**src/logic/xcc_pkg.sv**
```systemverilog
// constants, types and helpers for the exception cause capture block
// Overview of operation
// - unaligned data access loads fault address with the full misaligned data address
// - peripheral data port fault loads fault address with the failing bus access address
// - storage and TLB miss faults load the virtual effective address into fault address
// - fault address content is meaningless for all other causes
// - selector 0x0003 on either move-from-special read returns the fault address
// - 32-bit core: plain read gives low 32 bits, upper read gives high bits
// - 64-bit core: one plain read returns the whole fault address
// - selector 0x0005 on a plain read returns the fault status register
// - delay-slot flag at bit 19 (51) is 1 for delay-slot faults
// - cause codes: stream 0, unaligned 1, illegal 2, ibus 3, dbus 4
// - cause codes: divide 5, floating point 6, privileged 7, stack protect 7
// - cause codes: data storage 16, instr storage 17, data TLB 18, instr TLB 19
// - unaligned detail: store flag, word flag, long flag only in 64-bit mode
// - unaligned detail bits 22:26 hold the source or destination register index
// - bus error detail bit 20 flags a local memory bus ECC error
// - divide detail bit 20: 0 divide by zero, 1 overflow
// - stream detail bits 23:26 hold link index, bits 20:22 zero
// - data storage detail: bit 20 zone protection, bit 21 store
// - instruction storage detail: bit 20 zone protection, rest zero
// - data TLB miss detail: bit 21 store, bit 20 zero
// - the four memory management causes are never masked by the enable
// - divide sticky flag sets on any divide fault regardless of exception handling
// - hardware fault enable masks maskable faults when 0, resets to 0
package xcc_pkg;

  localparam int ADDR_W   = 64;
  localparam int WORD_W   = 64;
  localparam int SEL_W    = 14;
  localparam int CAUSE_W  = 5;

  localparam logic [SEL_W-1:0] SEL_FAULT_ADDRESS = 14'h0003;
  localparam logic [SEL_W-1:0] SEL_FAULT_STATUS  = 14'h0005;

  // little-endian positions, same in both core widths; big-endian bit n maps to 31-n (63-n in 64-bit numbering)
  localparam int POS_CAUSE_LSB   = 0;
  localparam int POS_DETAIL_LSB  = 5;
  localparam int POS_REG_IDX_LSB = 5;
  localparam int POS_LINK_LSB    = 5;
  localparam int POS_STORE       = 10;
  localparam int POS_DETAIL20    = 11;
  localparam int POS_DELAY_SLOT  = 12;
  localparam int POS_LONG        = 13;

  localparam logic [ADDR_W-1:0] FAULT_ADDRESS_RESET = 64'h0;
  localparam logic [WORD_W-1:0] FAULT_STATUS_RESET  = 64'h0;
  localparam logic              HW_FAULT_EN_RESET   = 1'b0;

  localparam logic [CAUSE_W-1:0] CAUSE_STREAM       = 5'h00;
  localparam logic [CAUSE_W-1:0] CAUSE_UNALIGNED    = 5'h01;
  localparam logic [CAUSE_W-1:0] CAUSE_ILLEGAL_OP   = 5'h02;
  localparam logic [CAUSE_W-1:0] CAUSE_INSTR_BUS    = 5'h03;
  localparam logic [CAUSE_W-1:0] CAUSE_DATA_BUS     = 5'h04;
  localparam logic [CAUSE_W-1:0] CAUSE_DIVIDE       = 5'h05;
  localparam logic [CAUSE_W-1:0] CAUSE_FLOAT        = 5'h06;
  localparam logic [CAUSE_W-1:0] CAUSE_PRIVILEGED   = 5'h07;
  localparam logic [CAUSE_W-1:0] CAUSE_STACK_PROT   = 5'h07;
  localparam logic [CAUSE_W-1:0] CAUSE_DATA_STORAGE = 5'h10;
  localparam logic [CAUSE_W-1:0] CAUSE_INST_STORAGE = 5'h11;
  localparam logic [CAUSE_W-1:0] CAUSE_DATA_TLB     = 5'h12;
  localparam logic [CAUSE_W-1:0] CAUSE_INST_TLB     = 5'h13;

  typedef struct packed {
    logic [CAUSE_W-1:0] cause;
    logic [ADDR_W-1:0]  addr;
    logic               delay_slot;
    logic               is_store;
    logic               is_word;
    logic               is_long;
    logic [4:0]         reg_idx;
    logic               ecc_err;
    logic               div_overflow;
    logic [3:0]         stream_link_index;
    logic               zone_protect_hit;
  } xcc_fault_t;

  typedef enum logic {
    XCC_RD_LOW,
    XCC_RD_UPPER
  } xcc_rd_kind_t;

  // memory management causes bypass the enable
  function automatic logic xcc_is_mmu(input logic [CAUSE_W-1:0] c);
    return (c == CAUSE_DATA_STORAGE) || (c == CAUSE_INST_STORAGE) ||
           (c == CAUSE_DATA_TLB) || (c == CAUSE_INST_TLB);
  endfunction

endpackage

```
**src/logic/xcc_capture.sv**
```systemverilog
// fault address and fault status capture with special register read port
module xcc_capture
  import xcc_pkg::*;
(
  input  wire logic              I_CLOCK,
  input  wire logic              I_RESET,
  input  wire logic              I_CLOCK_EN,
  input  wire logic              I_WORD64,
  input  wire logic              I_FAULT_VALID,
  input  wire xcc_fault_t        I_FAULT,
  input  wire logic              I_DIV_FAULT,
  input  wire logic              I_DIV_STICKY_CLR,
  input  wire logic              I_HW_FAULT_EN_WR,
  input  wire logic              I_HW_FAULT_EN_DATA,
  input  wire logic              I_RD_VALID,
  input  wire xcc_rd_kind_t      I_RD_KIND,
  input  wire logic [SEL_W-1:0]  I_RD_SEL,
  output logic                   O_FAULT_TAKEN,
  output logic                   O_HW_FAULT_ENABLE,
  output logic                   O_DIVIDE_FAULT_STICKY,
  output logic                   O_RD_HIT,
  output logic [WORD_W-1:0]      O_RD_DATA
);

  logic [ADDR_W-1:0] fault_address_reg;
  logic [WORD_W-1:0] fault_status_reg;
  logic [WORD_W-1:0] status_next;
  logic              hw_fault_enable_reg;
  logic              divide_fault_sticky_reg;
  logic              taken_next;
  logic              taken_reg;
  logic              rd_hit_reg;
  logic              rd_hit_next;
  logic [WORD_W-1:0] rd_data_reg;
  logic [WORD_W-1:0] rd_data_next;

  xcc_status_pack u_pack (
    .i_fault  (I_FAULT),
    .i_word64 (I_WORD64),
    .o_status (status_next)
  );

  // memory management faults always pass; others need the enable
  assign taken_next = I_FAULT_VALID & (xcc_is_mmu(I_FAULT.cause) | hw_fault_enable_reg);

  always_ff @(posedge I_CLOCK) begin
    if (I_RESET) begin
      hw_fault_enable_reg <= HW_FAULT_EN_RESET;
    end else if (I_CLOCK_EN && I_HW_FAULT_EN_WR) begin
      hw_fault_enable_reg <= I_HW_FAULT_EN_DATA;
    end
  end

  // address is captured for every taken fault; software only trusts it for the
  // six address-reporting causes, so no per-cause gating is spent here
  always_ff @(posedge I_CLOCK) begin
    if (I_RESET) begin
      fault_address_reg <= FAULT_ADDRESS_RESET;
    end else if (I_CLOCK_EN && taken_next) begin
      fault_address_reg <= I_FAULT.addr;
    end
  end

  always_ff @(posedge I_CLOCK) begin
    if (I_RESET) begin
      fault_status_reg <= FAULT_STATUS_RESET;
    end else if (I_CLOCK_EN && taken_next) begin
      fault_status_reg <= status_next;
    end
  end

  // sticky divide flag: set wins over a same-cycle clear
  always_ff @(posedge I_CLOCK) begin
    if (I_RESET) begin
      divide_fault_sticky_reg <= 1'b0;
    end else if (I_CLOCK_EN) begin
      if (I_DIV_FAULT || (I_FAULT_VALID && I_FAULT.cause == CAUSE_DIVIDE)) begin
        divide_fault_sticky_reg <= 1'b1;
      end else if (I_DIV_STICKY_CLR) begin
        divide_fault_sticky_reg <= 1'b0;
      end
    end
  end

  always_ff @(posedge I_CLOCK) begin
    if (I_RESET) begin
      taken_reg <= 1'b0;
    end else if (I_CLOCK_EN) begin
      taken_reg <= taken_next;
    end
  end

  // read mux; the registers are read as they stand before any same-cycle capture
  always_comb begin
    rd_hit_next  = 1'b0;
    rd_data_next = '0;
    if (I_RD_VALID) begin
      if (I_RD_SEL == SEL_FAULT_ADDRESS) begin
        rd_hit_next = 1'b1;
        if (I_WORD64) begin
          rd_data_next = fault_address_reg;
        end else if (I_RD_KIND == XCC_RD_UPPER) begin
          rd_data_next = {32'h0, fault_address_reg[ADDR_W-1:32]};
        end else begin
          rd_data_next = {32'h0, fault_address_reg[31:0]};
        end
      end else if (I_RD_SEL == SEL_FAULT_STATUS && I_RD_KIND == XCC_RD_LOW) begin
        rd_hit_next  = 1'b1;
        rd_data_next = I_WORD64 ? fault_status_reg : {32'h0, fault_status_reg[31:0]};
      end
    end
  end

  always_ff @(posedge I_CLOCK) begin
    if (I_RESET) begin
      rd_hit_reg  <= 1'b0;
      rd_data_reg <= '0;
    end else if (I_CLOCK_EN) begin
      rd_hit_reg  <= rd_hit_next;
      rd_data_reg <= rd_data_next;
    end
  end

  assign O_FAULT_TAKEN         = taken_reg;
  assign O_HW_FAULT_ENABLE     = hw_fault_enable_reg;
  assign O_DIVIDE_FAULT_STICKY = divide_fault_sticky_reg;
  assign O_RD_HIT              = rd_hit_reg;
  assign O_RD_DATA             = rd_data_reg;

endmodule

```
**src/logic/xcc_status_pack.sv**
```systemverilog
// builds the fault status word from one fault record
module xcc_status_pack
  import xcc_pkg::*;
(
  input  wire xcc_fault_t        i_fault,
  input  wire logic              i_word64,
  output logic [WORD_W-1:0]      o_status
);

  always_comb begin
    o_status = '0;
    o_status[POS_CAUSE_LSB +: CAUSE_W] = i_fault.cause;
    o_status[POS_DELAY_SLOT] = i_fault.delay_slot;
    // every detail bit starts at zero; only the cause's own fields are filled
    case (i_fault.cause)
      CAUSE_UNALIGNED: begin
        o_status[POS_DETAIL20] = i_fault.is_word;
        o_status[POS_STORE]    = i_fault.is_store;
        o_status[POS_LONG]     = i_word64 & i_fault.is_long;
        o_status[POS_REG_IDX_LSB +: 5] = i_fault.reg_idx;
      end
      CAUSE_INSTR_BUS, CAUSE_DATA_BUS: begin
        o_status[POS_DETAIL20] = i_fault.ecc_err;
      end
      CAUSE_DIVIDE: begin
        o_status[POS_DETAIL20] = i_fault.div_overflow;
      end
      CAUSE_STREAM: begin
        o_status[POS_LINK_LSB +: 4] = i_fault.stream_link_index;
      end
      CAUSE_DATA_STORAGE: begin
        o_status[POS_DETAIL20] = i_fault.zone_protect_hit;
        o_status[POS_STORE]    = i_fault.is_store;
      end
      CAUSE_INST_STORAGE: begin
        o_status[POS_DETAIL20] = i_fault.zone_protect_hit;
      end
      CAUSE_DATA_TLB: begin
        o_status[POS_STORE] = i_fault.is_store;
      end
      default: begin
      end
    endcase
  end

endmodule

```
**config.mk**
```make
export PLATFORM = sky130hd
export DESIGN_NAME = xcc_capture
export DESIGN_NICKNAME = d
export VERILOG_FILES = /design/src/logic/xcc_pkg.sv /design/src/logic/xcc_capture.sv /design/src/logic/xcc_status_pack.sv
export SDC_FILE = /design/constraint.sdc
export NUM_CORES = 1
export LEC_CHECK = 0
export BUFFER_PORTS_ARGS = -buffer_cell sky130_fd_sc_hd__buf_2
export CELL_PAD_IN_SITES_DETAIL_PLACEMENT = 1
export CELL_PAD_IN_SITES_GLOBAL_PLACEMENT = 1
export CORE_MARGIN = 4
export CORE_UTILIZATION = 38
export CTS_BUF_LIST = sky130_fd_sc_hd__clkbuf_8
export DETAILED_ROUTE_END_ITERATION = 12
export MAX_ROUTING_LAYER = met4
export PLACE_DENSITY = 0.85
export SKIP_CTS_REPAIR_TIMING = 1
export SLEW_MARGIN = 30
export SYNTH_ARGS = -nofsm -noshare
export SYNTH_HDL_FRONTEND = slang
export SYNTH_SLANG_ARGS = --single-unit
```
**constraint.sdc**
```tcl
create_clock -name I_CLOCK -period 2.3 [get_ports I_CLOCK]
set_input_delay 0.115 -clock I_CLOCK [delete_from_list [all_inputs] [get_ports I_CLOCK]]
set_output_delay 0.115 -clock I_CLOCK [all_outputs]
set_load 0.05 [all_outputs]
```
; Word level (Yosys, flattened, before mapping)
; Cells that the tools add are included.
; Widths: inputs -> output; s select.
[totals]
output_inout_bits = 68
regBits = 146
n_memories = 0
latchBits = 0
in_bits = 110
word_cells = 50
mem_bits_ro = 0
ram_bits = 0
[classes]
reduce_logical = 14
n_shift = 0
n_div = 0
n_eq_ne = 10
n_mul = 0
magnitude_cmp = 0
mux = 15
addsub = 0
bitwise_logic = 4
[ops]
columns = op, n
row1 = $mux 64, 3
row2 = $mux 32, 1
row3 = $eq 5x5->1 const B, 4
row4 = $eq 14x2->1 const B, 1
row5 = $eq 14x3->1 const B, 1
row6 = $mux 14, 1
row7 = $eq 5x3->1 const B, 2
row8 = $mux 1, 8
row9 = $pmux 4 s2, 1
row10 = $eq 5x1->1 const B, 1
row11 = $eq 5x2->1 const B, 1
row12 = $logic_not 5->1, 1
row13 = $logic_and 1x1->1, 4
row14 = $logic_or 1x1->1, 4
row15 = $pmux 1 s4, 1
row16 = $reduce_or 2->1, 2
row17 = $reduce_or 3->1, 1
row18 = $and 1x1->1, 2
row19 = $reduce_and 2->1, 1
row20 = $reduce_bool 2->1, 1
row21 = $not 1->1, 1
row22 = $or 1x1->1, 1

; Logic depth before layout (Yosys ltp)
[logic_depth]
word_depth = 7
mapped_depth = 8

; Hierarchy
; A second synthesis with hierarchy kept.
[unflattened]
cells_unflattened = 991
area_unflattened_um2 = 8282.9
[modules_own_cells]
columns = mod, n_inst, seq_area_each_um2, area_each_um2, cells_each
row1 = xcc_capture, 1, 3923.8, 7672.4, 904
row2 = xcc_status_pack, 1, 0.0, 610.6, 87

; Worst setup path after synthesis
; No wires, ideal clock.
[synth_timing]
path_kind = input port to flip-flop
from = in I_RD_SEL[3]
to = reg rd_data_reg[3], in the netlist O_RD_DATA[3]
setup_ns = 0.118
required_ns = 2.182
slack_ns = 0.546
path_stages = 5
arrival_ns = 1.636
cell_sequence = or4b_4 > nor4_4 > buf_8 > mux2i_1 > o21ai_2
[synth_between]
elab_chain_cells = 5
[synth_lines]
columns = item, line
row1 = start: declaration, xcc_capture.sv:17  ; input wire logic [SEL_W-1:0] I_RD_SEL,
row2 = $eq 14x3->1, xcc_capture.sv:107  ; end else if (I_RD_SEL == SEL_FAULT_STATUS && I_RD_KIND == XCC_RD_LOW) begin
row3 = $logic_and 1x1->1, xcc_capture.sv:107
row4 = $mux 14, xcc_capture.sv:107
row5 = $mux 64 (*), xcc_capture.sv:98  ; if (I_RD_SEL == SEL_FAULT_ADDRESS) begin
row6 = $mux 64 (*), xcc_capture.sv:97  ; if (I_RD_VALID) begin
row7 = end signal: assignment, xcc_capture.sv:120  ; rd_data_reg <= rd_data_next;
row8 = end: declaration, xcc_capture.sv:34  ; logic [WORD_W-1:0] rd_data_reg;
; Every way passes the cells marked *; elsewhere a longest branch is shown, timed or not.
; A chain may end at the register's enable or synchronous reset.

; Worst setup path in the final report
[layout_timing]
from = in I_FAULT[81] (netlist name)
to = reg divide_fault_sticky_reg, in the netlist O_DIVIDE_FAULT_STICKY
[layout_between]
elab_chain_cells = 5
[layout_lines]
columns = item, line
row1 = start: declaration, xcc_capture.sv:10  ; input wire xcc_fault_t I_FAULT,
row2 = $eq 5x3->1 (*), xcc_capture.sv:77  ; if (I_DIV_FAULT || (I_FAULT_VALID && I_FAULT.cause == CAUSE_DIVIDE)) begin
row3 = $logic_and 1x1->1 (*), xcc_capture.sv:77
row4 = $logic_or 1x1->1 (*), xcc_capture.sv:77
row5 = $reduce_bool 2->1 (no source line), -
row6 = $reduce_and 2->1 (no source line), -
row7 = end signal: assignment, xcc_capture.sv:75  ; divide_fault_sticky_reg <= 1'b0;
row8 = end signal: assignment, xcc_capture.sv:78  ; divide_fault_sticky_reg <= 1'b1;
row9 = end signal: assignment, xcc_capture.sv:80  ; divide_fault_sticky_reg <= 1'b0;
row10 = end: declaration, xcc_capture.sv:29  ; logic divide_fault_sticky_reg;
; Marks and branches as above.

==> metrics.log <==
[metrics] outcome: finished, violations left
[metrics] violated checks: hold timing
[metrics] hold depth: 3
[metrics] skew final: 14.5 ps
[metrics] combinational family with the most area after synthesis: simple AND/OR/NAND/NOR gates
[metrics] Total Routed Length: 21700 um
[metrics] fraction of layout cells with a size suffix above 1: 26.3%
[metrics] TNS Setup: 0 ps
[metrics] Adder-Cell Fraction of Synth Area: 0%
[metrics] met2 Track Usage GR: 35.6%
[metrics] share of synthesized area spent on multiplexers: 8.42%
[metrics] worst hold path startpoint: I_FAULT[1]
[metrics] sw power: 0.00124 W
[metrics] type of the worst setup path: in2reg
[metrics] Total Power: 0.00527 W
[metrics] fin. max-slew vios: 0
[metrics] transition time of the tightest slew-check pin: 867 ps
[metrics] critical path endpoint category: flip-flop
[metrics] endpoint required time on the critical path: 2700 ps
[metrics] Seq/Total Area, Yosys: 50.4%
[metrics] min cycle time layout: 2000 ps
[metrics] total internal power: 0.00403 W
[metrics] startpoint of the most critical register-to-register path: O_HW_FAULT_ENABLE
[metrics] worst r2r path cells: 4
[metrics] cell count after synthesis: 685
[metrics] DR DRC count: 0
[metrics] CTS tree: done
[metrics] clock-pin slew on the worst setup and hold paths: 80 ps
[metrics] met3 Track Usage GR: 7.26%
[metrics] endpoint with the worst hold slack: fault_status_reg[5]
[metrics] first-pass GRT wire length: 29300 um
[metrics] unique cell type count in the Yosys netlist: 34
[metrics] post-route ant nets: 0
[metrics] post-synthesis share of cell area spent on and, or, nand and nor gates: 22.9%
[metrics] number of hold violations in the final report: 1
[metrics] count of input and output buffers: 177
[metrics] delay of the slowest cell on the worst path: 560 ps
[metrics] Final Setup Violations: 0
[metrics] register bit total from synthesis: 146
[metrics] synthesized area: 0.00579 mm^2
[metrics] busiest layer in global routing: met2
[metrics] ys async rst share: 0%
[metrics] net switching share of the total power: 23.6%
[metrics] Fill cells: 1797
[metrics] row count: 44
[metrics] xor-xnor portion of the synthesized cell area: 0%
[metrics] count of buffer and inverter cells on the critical path: 3
[metrics] library cell with the highest instance count after synthesis: nand2_1
[metrics] half-perimeter wire length of the detailed placement result: 12800 um
[metrics] die width: 131 um
[metrics] Place WS: 335 ps
[metrics] footprint of the multi-input gates: 0.00263 mm^2
[metrics] antenna violations before repair: 2
[metrics] minimum setup slack among reg-to-reg paths: 870 ps
[metrics] arrival time at the worst endpoint: 2410 ps
[metrics] worst-path cell chain: dlygate4sd3_1 -> buf_2 -> or3b_2 -> nor2_1 -> o21ai_0 -> a21oi_1 -> dlygate4sd3_1
[metrics] Highest Clock Rate: 499 MHz
[metrics] CP max stage cell: dlygate4sd3_1
[metrics] power per cell area: 653 mW/mm^2
[metrics] largest voltage drop on the vdd net: 0.000396 V
[metrics] leading register cell type out of synthesis: dfxtp_1
[metrics] die height: 131 um
[metrics] initial core utilization: 39.3%
[metrics] area taken by flip-flops and latches: 0.00292 mm^2
[metrics] most frequent cells after synthesis: 181 x nand2_1, 146 x dfxtp_1, 110 x a21oi_1
[metrics] type of the worst min-delay path: in2reg
[metrics] CTS H-Tree Depth: 4
[metrics] power share of the clock group: 42.3%
[metrics] syn_nets: 795
[metrics] Sinks on Clock Net: 146
[metrics] largest net degree at the start of global routing: 79
[metrics] met1 track utilization from global routing: 25.7%
[metrics] area share of the leading cell type in the synthesized netlist: 50.4%
[metrics] number of buffers created by CTS: 17
[metrics] Area growth syn-to-layout: 39.3%
[metrics] unrepaired setup endpoints after global routing: false
[metrics] share of the synthesized area in compound gates (AO/OA/AOI/OAI): 13.8%
[metrics] number of maximum-capacitance constraint violations: 0
[metrics] combinational fraction of design power: 8.8%
[metrics] delay-heaviest family, CP: buffers and inverters
[metrics] final weighted congestion in routability-driven placement: 0.790
[metrics] vias per inst: 5.20
[metrics] Max Buffers Root-to-Sink: 2
[metrics] number of detailed-route iterations in the first pass: 4
[metrics] average detailed-routed wire length per instance: 19.3 um
[metrics] total grt overflow: 0
[metrics] number of synthesized flops with an enable pin: 0
[metrics] top post-synthesis cells by area: dfxtp_1 50%, nand2_1 12%, a21oi_1 9.5%
[metrics] Starting DRT DRC Count: 297
[metrics] net count of the finished layout: 1032
[metrics] Sequential Power Share: 48.9%
[metrics] peak fanout along the critical path: 7
[metrics] cell type with the highest occurrence count on the critical path: dlygate4sd3_1
[metrics] detailed-route via count: 5828
[metrics] mean post-synth cell area: 8.46 um^2
[metrics] Die ar.: 0.0173 mm^2
[metrics] overall global routing resource usage: 21.8%
[metrics] io pins: 178
[metrics] Max-slew headroom: 42.1%
[metrics] critical path startpoint category: input port
[metrics] Root Driver: clkbuf_8
[metrics] Worst Hold Margin: -2.41 ps
[metrics] warning count from the yosys run: 0
[metrics] share of the clock period used by the worst path after layout: 87.1%
[metrics] standard cell core area: 0.0148 mm^2
[metrics] Worst-Skew Late Latency: 460 ps
[metrics] vias in the first global route: 5638
[metrics] leakage power: 3.26 nW
[metrics] worst flop-to-flop path endpoint: fault_status_reg[7]
[metrics] post-route setup slack: 296 ps
[metrics] Synth area leader: dfxtp_1
## placed cells by master (no fill, tap or decap), drive strengths merged
cell type and n:
nand3 34, mux2i 33, nor3 6, nand4 2
o31ai 1, or4 2, buf 190, nor2 10
o21ai 35, o211a 1, nand2b 36, o211ai 1
nor4 2, a311oi 1, mux2 14, nand4b 2
bufinv 3, nand2 181, dfxtp 146, or4b 1
nor3b 2, clkinvlp 4, nand3b 3, nor2b 1
dlygate4sd3 81, inv 3, or3b 2, a21oi 110
a221oi 4, diode 2, nor4b 1, clkbuf 23
## layer usage
metal / vias to the layer above / routed length, um / part of all wire (%)
li1: 2786 / - / -
met1: 2827 / 8630 / 40
met2: 183 / 11400 / 53
met3: 32 / 1200 / 5.5
met4: 0 / 446 / 2.1
met5: - / 0 / 0
## per-stage QoR
stage	cells	instance area [um^2]	utilization, %
2_1_floorplan	685	5790	-
3_3_place_gp	1006	6810	46.2
3_5_place_dp	1006	6810	46.2
4_1_cts	1038	7260	49.2
5_1_grt	1121	8070	54.7
6_report	1121	8070	54.7
## worst reg2reg max path: cells and delay by family, from the launching register on
family	cells	cell delay (ps)
flip-flops	1	350
AO/OA/AOI/OAI	2	430
buffers and inverters	1	370
AND/OR/NAND/NOR	1	210
## area by class of cell
| type | count | area share, % |
|---|---|---|
| multi-input cells | 485 | 32.6 |
| well taps | 184 | 2.85 |
| flip-flops and latches | 146 | 36.2 |
| clock inverters | 9 | 1.58 |
| clock buffers | 23 | 3.92 |
| inverters | 1 | 0.0465 |
| diodes | 2 | 0.0620 |
| repair buffers | 271 | 22.7 |
## cells by family (layout without fill, tap and decap cells)
logic type	after synthesis	count (layout)
buf+inv	54	304
simple gates	285	285
mux	47	47
flops	146	146
other cells	0	2
compound gates	153	153
## how the worst max path moves through the flow
stage / from / end / slack (ps) / cells past startpoint
detailed placement: I_RD_SEL[3] / O_RD_DATA[17] / 330 / 6
CTS: I_RD_SEL[3] / O_RD_DATA[17] / 810 / 6
global placement: I_RD_SEL[3] / O_RD_DATA[14] / 440 / 6
floorplan: I_RD_SEL[3] / O_RD_DATA[3] / 550 / 5
finish: I_FAULT[81] / O_DIVIDE_FAULT_STICKY / 300 / 7
global route: I_FAULT[81] / O_DIVIDE_FAULT_STICKY / 280 / 7
## power groups by stage
stage | clock network, W | registers [W] | logic [W]
after floorplan | 0 | 0.00264 | 0.000170
after global placement | 0 | 0.00264 | 0.000334
after detailed placement | 0 | 0.00264 | 0.000342
after CTS | 0.00224 | 0.00258 | 0.000345
after global routing | 0.00238 | 0.00258 | 0.000498
final | 0.00223 | 0.00258 | 0.000465
Note: power is estimated with default switching activity, not from simulation.
